`config.mk`:
```
export PLATFORM = sky130hd
export DESIGN_NAME = aeq_search_ctrl
export DESIGN_NICKNAME = d
export VERILOG_FILES = /design/src/hdl/aeq_pkg.sv /design/src/hdl/aeq_search_ctrl.sv
export SDC_FILE = /design/constraint.sdc
export NUM_CORES = 1
export LEC_CHECK = 0
export ABC_AREA = 1
export CELL_PAD_IN_SITES_DETAIL_PLACEMENT = 2
export CELL_PAD_IN_SITES_GLOBAL_PLACEMENT = 2
export CORE_ASPECT_RATIO = 0.9
export CORE_MARGIN = 2
export CORE_UTILIZATION = 36
export CTS_BUF_LIST = sky130_fd_sc_hd__clkbuf_8
export CTS_CLUSTER_SIZE = 14
export DETAILED_ROUTE_END_ITERATION = 10
export DONT_BUFFER_PORTS = 1
export PLACE_DENSITY_LB_ADDON = 0.2
export SLEW_MARGIN = 20
export SYNTH_ARGS = -nofsm -noshare
export SYNTH_HDL_FRONTEND = slang
export SYNTH_SLANG_ARGS = --single-unit
```
`constraint.sdc`:
```
create_clock -name clk_sys -period 2.89 [get_ports clk_sys]
set_input_delay 0.1445 -clock clk_sys [delete_from_list [all_inputs] [get_ports clk_sys]]
set_output_delay 0.1445 -clock clk_sys [all_outputs]
set_load 0.03 [all_outputs]
```
`src/hdl/aeq_pkg.sv`:
```
// Constants for the adaptive equalizer search controller.
// Assumes a 200 MHz system clock and a byte-wide register port.
package aeq_pkg;

  // ---------------------------------------------------------------------
  // Register offsets
  // ---------------------------------------------------------------------
  localparam logic [7:0] AEQ_CTL_ONE_OFS  = 8'h35;
  localparam logic [7:0] EQUALIZER_ADAPT_STATUS_OFS   = 8'h3b;
  localparam logic [7:0] AEQ_CTL_TWO_OFS  = 8'h45;

  // ---------------------------------------------------------------------
  // Field positions
  // ---------------------------------------------------------------------
  // equalizer_control_one
  localparam int ADAPT_RESTART_BIT     = 0;
  localparam int AEQ_FLOOR_APPLY_BIT = 1;
  localparam int AEQ_FLOOR_OVR_BIT   = 2;
  // equalizer_control_two
  localparam int AEQ_FLOOR_LSB       = 4;
  localparam int AEQ_DWELL_LSB       = 0;
  // equalizer_adapt_status
  localparam int AEQ_ST_GAIN_LSB     = 0;
  localparam int AEQ_ST_HOLD_BIT     = 4;
  localparam int AEQ_ST_LOCK_BIT     = 5;

  // ---------------------------------------------------------------------
  // Widths, limits and reset values
  // ---------------------------------------------------------------------
  localparam int         AEQ_GAIN_W     = 4;
  localparam int         AEQ_DWELL_W    = 3;
  localparam int         AEQ_CNT_W      = 24;
  localparam logic [3:0] AEQ_GAIN_MIN   = 4'h0;
  localparam logic [3:0] AEQ_GAIN_MAX   = 4'hf;
  localparam logic [3:0] AEQ_FLOOR_RST  = 4'h0;
  localparam logic [2:0] AEQ_DWELL_RST  = 3'h3;
  localparam logic [1:0] EQUALIZER_CONTROL_ONE_RST   = 2'h0;

  // ---------------------------------------------------------------------
  // Timing
  // ---------------------------------------------------------------------
  localparam int AEQ_CLK_PERIOD_PS = 5000;
  // Default dwell per setting, 2.62 ms
  localparam int AEQ_DWELL_DEF_NS  = 2620000;
  localparam int AEQ_DWELL_DEF_CYC =
    (AEQ_DWELL_DEF_NS / AEQ_CLK_PERIOD_PS) * 1000;
  // Dwell doubles per code step; default code lands on the default time
  localparam int AEQ_DWELL_BASE_CYC =
    AEQ_DWELL_DEF_CYC >> AEQ_DWELL_RST;

  typedef enum logic {AEQ_ST_DWELL, AEQ_ST_HOLD} aeq_state_t;

endpackage

```
`src/hdl/aeq_search_ctrl.sv`:
```
// Adaptive equalizer search controller with its two control registers and status register.
// Assumes cdr_lock arrives asynchronously from the recovery circuit and
// that the register port strobes come from logic on clk_sys.
//
// How it works
// - Search gain settings upward in index order
// - Wait dwell time, then evaluate lock
// - Hold gain unchanged while lock persists
// - On lock loss advance to next setting
// - Restart bit restarts adaptation at any time
// - Search runs from reset without enabling write
// - Floor field sets pass starting gain index
// - Floor used only with override and apply
// - Top of range fixed at maximum setting
// - Current gain readable from status register
// - Dwell field defaults to 2.62 ms
// - No lock at maximum wraps to start
`timescale 1ns/1ps

module aeq_search_ctrl
  import aeq_pkg::*;
#(
  parameter int DWELL_BASE_CYC = AEQ_DWELL_BASE_CYC
)(
  input  wire logic       clk_sys,    // System clock, 200 MHz
  input  wire logic       rst_n,      // Synchronous reset, active low
  input  wire logic [7:0] reg_addr,   // Register offset
  input  wire logic [7:0] reg_wdata,  // Write data
  input  wire logic       reg_wr,     // Write strobe, one cycle
  input  wire logic       reg_rd,     // Read strobe, one cycle
  output logic      [7:0] reg_rdata,  // Read data, valid after reg_rd
  input  wire logic       cdr_lock,   // Lock from recovery circuit, async
  output logic      [3:0] eq_gain,    // Gain index to the equalizer
  output logic            eq_locked   // Setting held on valid lock
);

  // -----------------------------------------------------------------------
  // Register port
  // -----------------------------------------------------------------------
  logic [1:0]  ctl1_q;
  logic [1:0]  ctl1_d;
  logic [3:0]  floor_q;
  logic [3:0]  floor_d;
  logic [2:0]  dwell_sel_q;
  logic [2:0]  dwell_sel_d;
  logic        restart_q;
  logic        restart_d;
  logic [7:0]  rdata_q;
  logic [7:0]  rdata_d;

  wire logic   wr_ctl1 = reg_wr && (reg_addr == AEQ_CTL_ONE_OFS);
  wire logic   wr_ctl2 = reg_wr && (reg_addr == AEQ_CTL_TWO_OFS);
  wire logic [7:0] ctl1_rd = {5'h00, ctl1_q, 1'b0};
  wire logic [7:0] ctl2_rd = {floor_q, 1'b0, dwell_sel_q};
  logic [7:0]  status_rd;

  // Restart is a write-one pulse that reads back as zero
  assign restart_d   = wr_ctl1 && reg_wdata[ADAPT_RESTART_BIT];
  assign ctl1_d      = wr_ctl1 ? reg_wdata[AEQ_FLOOR_OVR_BIT:
                                           AEQ_FLOOR_APPLY_BIT] : ctl1_q;
  assign floor_d     = wr_ctl2 ? reg_wdata[AEQ_FLOOR_LSB +: AEQ_GAIN_W]
                               : floor_q;
  assign dwell_sel_d = wr_ctl2 ? reg_wdata[AEQ_DWELL_LSB +: AEQ_DWELL_W]
                               : dwell_sel_q;
  assign rdata_d     = !reg_rd                       ? rdata_q :
                       (reg_addr == AEQ_CTL_ONE_OFS) ? ctl1_rd :
                       (reg_addr == AEQ_CTL_TWO_OFS) ? ctl2_rd :
                       (reg_addr == EQUALIZER_ADAPT_STATUS_OFS)  ? status_rd :
                                                       8'h00;

  always_ff @(posedge clk_sys)
  begin
    if (!rst_n)
    begin
      ctl1_q      <= EQUALIZER_CONTROL_ONE_RST;
      floor_q     <= AEQ_FLOOR_RST;
      dwell_sel_q <= AEQ_DWELL_RST;
      restart_q   <= 1'b0;
      rdata_q     <= 8'h00;
    end
    else
    begin
      ctl1_q      <= ctl1_d;
      floor_q     <= floor_d;
      dwell_sel_q <= dwell_sel_d;
      restart_q   <= restart_d;
      rdata_q     <= rdata_d;
    end
  end

  assign reg_rdata = rdata_q;

  // -----------------------------------------------------------------------
  // Lock synchroniser
  // -----------------------------------------------------------------------
  logic lock_m_q;
  logic lock_s_q;

  always_ff @(posedge clk_sys)
  begin
    if (!rst_n)
    begin
      lock_m_q <= 1'b0;
      lock_s_q <= 1'b0;
    end
    else
    begin
      lock_m_q <= cdr_lock;
      lock_s_q <= lock_m_q;
    end
  end

  // -----------------------------------------------------------------------
  // Search engine
  // -----------------------------------------------------------------------
  aeq_state_t              state_q;
  aeq_state_t              state_d;
  logic [AEQ_GAIN_W-1:0]   gain_q;
  logic [AEQ_GAIN_W-1:0]   gain_d;
  logic [AEQ_CNT_W-1:0]    cnt_q;
  logic [AEQ_CNT_W-1:0]    cnt_d;

  wire logic floor_on = ctl1_q[1] && ctl1_q[0];
  wire logic [3:0] start_idx = floor_on ? floor_q : AEQ_GAIN_MIN;
  // Upper end is a constant; no register reaches it
  wire logic at_max = (gain_q == AEQ_GAIN_MAX);
  wire logic [3:0] next_idx = at_max ? start_idx
                                     : gain_q + 4'h1;
  // Dwell length in clocks: base shifted by the select code
  wire logic [AEQ_CNT_W-1:0] dwell_end =
    (AEQ_CNT_W'(DWELL_BASE_CYC) << dwell_sel_q) - 24'h000001;
  wire logic dwell_done = (cnt_q >= dwell_end);

  always_comb
  begin
    state_d = state_q;
    gain_d  = gain_q;
    cnt_d   = cnt_q;
    if (restart_q)
    begin
      state_d = AEQ_ST_DWELL;
      gain_d  = start_idx;
      cnt_d   = '0;
    end
    else
    begin
      case (state_q)
        AEQ_ST_DWELL:
        begin
          if (!dwell_done)
            cnt_d = cnt_q + 24'h000001;
          else if (lock_s_q)
            state_d = AEQ_ST_HOLD;
          else
          begin
            gain_d = next_idx;
            cnt_d  = '0;
          end
        end
        AEQ_ST_HOLD:
        begin
          // Gain stays put while lock persists
          if (!lock_s_q)
          begin
            state_d = AEQ_ST_DWELL;
            gain_d  = next_idx;
            cnt_d   = '0;
          end
        end
        default:
        begin
          state_d = AEQ_ST_DWELL;
          cnt_d   = '0;
        end
      endcase
    end
  end

  // Out of reset the search starts at the minimum with no write needed
  always_ff @(posedge clk_sys)
  begin
    if (!rst_n)
    begin
      state_q <= AEQ_ST_DWELL;
      gain_q  <= AEQ_GAIN_MIN;
      cnt_q   <= '0;
    end
    else
    begin
      state_q <= state_d;
      gain_q  <= gain_d;
      cnt_q   <= cnt_d;
    end
  end

  logic [3:0] gain_out_q;
  logic       locked_out_q;

  always_ff @(posedge clk_sys)
  begin
    if (!rst_n)
    begin
      gain_out_q   <= AEQ_GAIN_MIN;
      locked_out_q <= 1'b0;
    end
    else
    begin
      gain_out_q   <= gain_d;
      locked_out_q <= (state_d == AEQ_ST_HOLD);
    end
  end

  assign eq_gain   = gain_out_q;
  assign eq_locked = locked_out_q;
  assign status_rd = {2'b00, lock_s_q, (state_q == AEQ_ST_HOLD), gain_q};
endmodule // aeq_search_ctrl

```
; ---- After elaboration in Yosys (flattened, before gate mapping)
; Cells that the tools add are included.
[word_totals]
register_bits = 49
in_bits = 21
word_cells = 42
out_inout_bits = 13
[classes]
muxes = 15
n_reduce_logical = 5
bitwise_logic = 2
order_cmp = 1
n_eq_ne = 5
add_sub_neg = 3
shifts = 1
[ops]
columns = operator, n
row1 = 24-bit 2-to-1 mux, 2
row2 = 24-bit one-hot mux with 2 select lines, 1
row3 = "24-bit by 1-bit adder with 24-bit output, second input constant", 1
row4 = 24-bit greater-or-equal comparator, 1
row5 = "16-bit by 3-bit << shifter with 24-bit output, first input constant", 1
row6 = "24-bit by 1-bit subtractor with 24-bit output, second input constant", 1
row7 = 4-bit 2-to-1 mux, 5
row8 = "8-bit by 6-bit == test with 1-bit output, second input constant", 2
row9 = 8-bit 2-to-1 mux, 2
row10 = "8-bit by 7-bit == test with 1-bit output, second input constant", 1
row11 = 4-bit one-hot mux with 2 select lines, 1
row12 = 6-bit 2-to-1 mux, 1
row13 = "4-bit by 1-bit adder with 4-bit output, second input constant", 1
row14 = "4-bit == test, second input constant", 1
row15 = 1-bit logical AND, 4
row16 = "3-bit != test, second input constant", 1
row17 = 1-bit 2-to-1 mux, 2
row18 = 1-bit inverter, 2
row19 = 1-bit one-hot mux with 2 select lines, 1
row20 = 2-bit OR reduction, 1

; ---- Depth between registers and ports, before layout
[logic_depth]
ltp_word = 7
mapped_depth = 18
ltp_nobuf = 17

; ---- Least setup slack after synthesis
; Ideal clock, no wire load.
[synth_path]
kind = register to register
from = reg dwell_sel_q[2]
to = reg cnt_q[7]
path_stages_with_launch = 15
t_arrival_ns = 2.047
synth_period_minus_slack_ns = 2.118
setup_slack_ns = 0.772
required_ns = 2.820
setup_ns = 0.070
n_path_buf = 2
cell_sequence = dfxtp_1 -> clkbuf_1 -> nand2_1 -> o22ai_1 -> ha_1 -> nand2_1 -> inv_1 -> a21oi_1 -> nand2_1 -> nand2_1 -> nand3_4 -> inv_2 -> buf_6 -> o21ai_0 -> a21oi_1
[synth_via]
elab_chain_len = 5
[synth_lines]
columns = item, line
row1 = start: declaration, aeq_search_ctrl.sv:44  ; logic [2:0] dwell_sel_q;
row2 = start signal: assignment, aeq_search_ctrl.sv:85  ; dwell_sel_q <= dwell_sel_d;
row3 = 16-bit by 3-bit << shifter with 24-bit output, aeq_search_ctrl.sv:131  ; (AEQ_CNT_W'(DWELL_BASE_CYC) << dwell_sel_q) - 24'h000001;
row4 = 24-bit by 1-bit subtractor with 24-bit output, aeq_search_ctrl.sv:131
row5 = 24-bit greater-or-equal comparator, aeq_search_ctrl.sv:132  ; wire logic dwell_done = (cnt_q >= dwell_end);
row6 = 24-bit 2-to-1 mux, aeq_search_ctrl.sv:150  ; if (!dwell_done)
row7 = 24-bit one-hot mux with 2 select lines, aeq_search_ctrl.sv:147  ; case (state_q)
row8 = end signal: assignment, aeq_search_ctrl.sv:192  ; cnt_q <= cnt_d;
row9 = end: declaration, aeq_search_ctrl.sv:120  ; logic [AEQ_CNT_W-1:0] cnt_q;
; No other way between the ends.
; A chain may end at the register's enable or synchronous reset.

; ---- Worst setup path after layout
[layout_path]
from = reg dwell_sel_q[0]
to = reg cnt_q[16]
; The elaborated chain is that of the path after synthesis.

==> results.md <==
### Run status
• outcome: finished, final reports clean

### Critical path
• top fanout value on the critical path: 18
• end point of the critical path: cnt_q[16]
• arrival time reported for the critical path endpoint: 2.80 ns
• reg-to-reg setup timing slack: 0.31 ns
• required time worst endpoint: 3.11 ns
• destination of the worst register-to-register timing path: cnt_q[16]
• FF-to-FF Start: dwell_sel_q[0]
• critical path start-end classification: reg -> reg
• kind of end point of the critical path: register
• element type at the critical path start: register
• start point of the critical path: dwell_sel_q[0]
• cell count of the worst reg-to-reg path: 13

### Finish
• NumNets Final: 523
• post-layout util: 40.16%
• most common cell after layout, fill and taps aside: sky130_fd_sc_hd__nand2_1
• Antenna Cells: 0
• filler cell count in the final layout: 1071
• area growth from synthesis to layout: 8.610%
• commonest cells after routing, fill and taps aside: 120 x sky130_fd_sc_hd__nand2_1, 53 x sky130_fd_sc_hd__nor2_1, 48 x sky130_fd_sc_hd__inv_1
• final standard cell count with taps included and fillers excluded: 600
• fraction of final layout cells with drive strength greater than 1: 5.405%

### Timing
• setup TNS: 0 ns
• hold_ws: 0.03009 ns
• Final setup viols: 0
• clk_skew: 0.01289 ns
• slew at the pin closest to its max-slew limit: 0.6934 ns
• maximum achievable frequency: 0.3879 GHz
• setup repair after global routing missed its margin: no
• Min Clock Period, post-route: 2.578 ns
• final number of max-transition violations: 0
• Period Utilization, post-route: 89.21%
• Worst slew margin: 53.72%
• count of endpoints failing hold in the final timing report: 0

### Die
• # rows: 32
• I/O pin count: 34
• die height: 93.00 um
• area enclosed by the die boundary: 9568 sq um
• area of the core: 8568 sq um
• Die Wd: 102.9 um
• starting density of the core: 36.97%

### GRT
• antenna violations before repair: 0
• largest net degree at the start of global routing: 24
• total grt overflow: 0
• GRT Overall Usage: 22.92%
• wire length of the first global-routing pass: 17.27 mm
• via count of the first global-routing pass: 3450

### Power and ir drop
• Static Leak: 1.444 nW
• IR Drop Worst-Case VDD: 0.2240 mV
• Power, Total: 1.284 mW
• power density relative to cell area: 373.0 nW/um^2

### Routing
• routed vias: 3191
• initial detailed-routing violation count: 101
• length of the first detailed-routing pass in iterations: 4
• average wire per standard cell: 17.54 um
• Vias/cell: 5.318
• DRC errors left: 0
• DRT Wirelength: 10.52 mm
• number of nets still failing antenna checks after routing: 0

### Placement
• Final GP Congestion: 0.8228
• I/O Buffers: 0
• Detail Placement HPWL: 8.088 mm
• placed cells: 586

### Job
• # Max-Cap Violations: 0

### Synthesis
• main area contributors after synthesis: sky130_fd_sc_hd__dfxtp_1 31%, sky130_fd_sc_hd__nand2_1 14%, sky130_fd_sc_hd__ha_1 8.7%, sky130_fd_sc_hd__a21oi_1 7.4%, sky130_fd_sc_hd__nand3_1 6.3%
• Post-Synthesis Cells: 477
• cell area after synthesis: 3168 sq um
• Yosys cell types: 35
• synthesis warning total: 0
• Synthesized Nets: 520
• synthesis-stage register bit count: 49
• area fraction of the dominant cell type after synthesis: 30.96%
• Avg Synthesized Cell Area: 6.642 sq um
• Seq/Total Area, Yosys: 30.96%
• top cell type by total area after synthesis: sky130_fd_sc_hd__dfxtp_1
• async set-reset flop share out of synthesis: 0%
• number of flops mapped to enable cells by yosys: 0
• dominant register cell in the synthesized netlist: sky130_fd_sc_hd__dfxtp_1

### CTS
• clock buffers created by TritonCTS: 5
• Clk Tree Root Cell: sky130_fd_sc_hd__clkbuf_8
• worst skew pair latency: 0.30 ns
• Clock transition at path regs: 0.11 ns
• CTS sink count: 49
• maximum root-to-sink buffer count: 2
• count of H-tree levels built during CTS: 2
• number of buffers inserted by post-CTS setup repair: 0
• CTS tree: built

### Min path
• HP Class: in -> reg

## power breakdown
| group | leakage [nW] | internal (mW) | switching, mW | total (mW) |
|---|---|---|---|---|
| Sequential | 0.395 | 0.681 | 0.0119 | 0.693 |
| Combinational | 0.992 | 0.0202 | 0.0353 | 0.0556 |
| Clock | 0.0574 | 0.282 | 0.253 | 0.535 |
| Total | 1.44 | 0.984 | 0.300 | 1.28 |
## per-layer routing
layer  routed length, um  GRT usage, %  up-vias  part of all wire, %
met1                5346         32.86     1608                   51
li1                    -             -     1557                    -
met3                 166         2.616        6                  1.6
met5                   0             0        -                    0
met4                  63         3.618        0                 0.60
met2                4946         37.61       20                   47
## what timing repair did
| action | CTS | global route |
|---|---|---|
| setup endpoints to repair | 0 | 22 |
| resized for setup | 0 | 4 |
| hold endpoints to repair | 19 | 1 |
| hold buffers | 5 | 1 |
## registers in the layout, indices dropped and copies added, names as in the netlist
register     count
reg_rdata        8
dwell_sel_q      3
eq_locked        1
lock_m_q         1
lock_s_q         1
ctl1_q           2
floor_q          4
eq_gain          4
cnt_q           24
restart_q        1
## cell usage after synthesis, types with 2 or more instances
cell                       number
sky130_fd_sc_hd__nand2_1      120
sky130_fd_sc_hd__nor2_1        53
sky130_fd_sc_hd__dfxtp_1       49
sky130_fd_sc_hd__inv_1         48
sky130_fd_sc_hd__a21oi_1       47
sky130_fd_sc_hd__nand3_1       40
sky130_fd_sc_hd__o21ai_0       25
sky130_fd_sc_hd__ha_1          22
sky130_fd_sc_hd__xnor2_1       10
sky130_fd_sc_hd__xor2_1         9
sky130_fd_sc_hd__nor3_1         8
sky130_fd_sc_hd__clkbuf_1       7
sky130_fd_sc_hd__nand4_1        5
sky130_fd_sc_hd__buf_6          4
sky130_fd_sc_hd__nand2_2        4
sky130_fd_sc_hd__a21boi_0       2
sky130_fd_sc_hd__conb_1         2
sky130_fd_sc_hd__nor2_2         2
sky130_fd_sc_hd__nor3_2         2
sky130_fd_sc_hd__nor3b_1        2
sky130_fd_sc_hd__o22ai_1        2
## final cells by class
class / instances / area, sq um / share of cell area (%)
Multi-Input combinational cell: 365 / 1916 / 55.67
Sequential cell: 49 / 983.4 / 28.58
Inverter: 50 / 190.2 / 5.527
Tap cell: 119 / 148.9 / 4.327
Clock buffer: 6 / 82.58 / 2.400
Timing Repair Buffer: 9 / 82.58 / 2.400
Clock inverter: 2 / 37.54 / 1.091
## per-stage QoR
stage / cell area [sq um] / setup WS [ns]
after floorplan: 3168 / 0.7722
after global placement: 3256 / 0.3136
after detailed placement: 3256 / 0.2116
after CTS: 3426 / 0.1739
after global routing: 3441 / 0.07413
final: 3441 / 0.3117
## worst max-delay path, cell delays in order (launching register included)
cell,delay [ns]
sky130_fd_sc_hd__dfxtp_2,0.43
sky130_fd_sc_hd__nand2_1,0.12
sky130_fd_sc_hd__nor2_1,0.22
sky130_fd_sc_hd__inv_1,0.08
sky130_fd_sc_hd__ha_1,0.32
sky130_fd_sc_hd__nand2_1,0.06
sky130_fd_sc_hd__nor2_1,0.15
sky130_fd_sc_hd__nand2_1,0.09
sky130_fd_sc_hd__nor2_1,0.12
sky130_fd_sc_hd__nand2_1,0.10
sky130_fd_sc_hd__nand3_4,0.18
sky130_fd_sc_hd__buf_4,0.28
sky130_fd_sc_hd__nand3_1,0.14
sky130_fd_sc_hd__a21oi_1,0.18
## worst min path at each step
stage | slack, ns | start | cells after the start | endpoint
after floorplan | 0.24 | cdr_lock | 2 | lock_m_q
after global placement | 0.24 | rst_n | 2 | lock_m_q
after detailed placement | 0.25 | rst_n | 2 | lock_m_q
after CTS | 0.003 | rst_n | 2 | dwell_sel_q[2]
after global routing | 0.04 | reg_rd | 2 | reg_rdata[1]
final | 0.03 | reg_rd | 2 | reg_rdata[1]
## cell families after synthesis
kind of cell / after synthesis / share of synthesized area, %
simple gates: 241 / 32.86
compound gates: 81 / 13.43
buf+inv: 63 / 8.570
flops: 49 / 30.96
fa+ha+maj: 22 / 8.689
xor+xnor: 19 / 5.253
other cells: 2 / 0.2371
(Power assumes the default switching activity.)
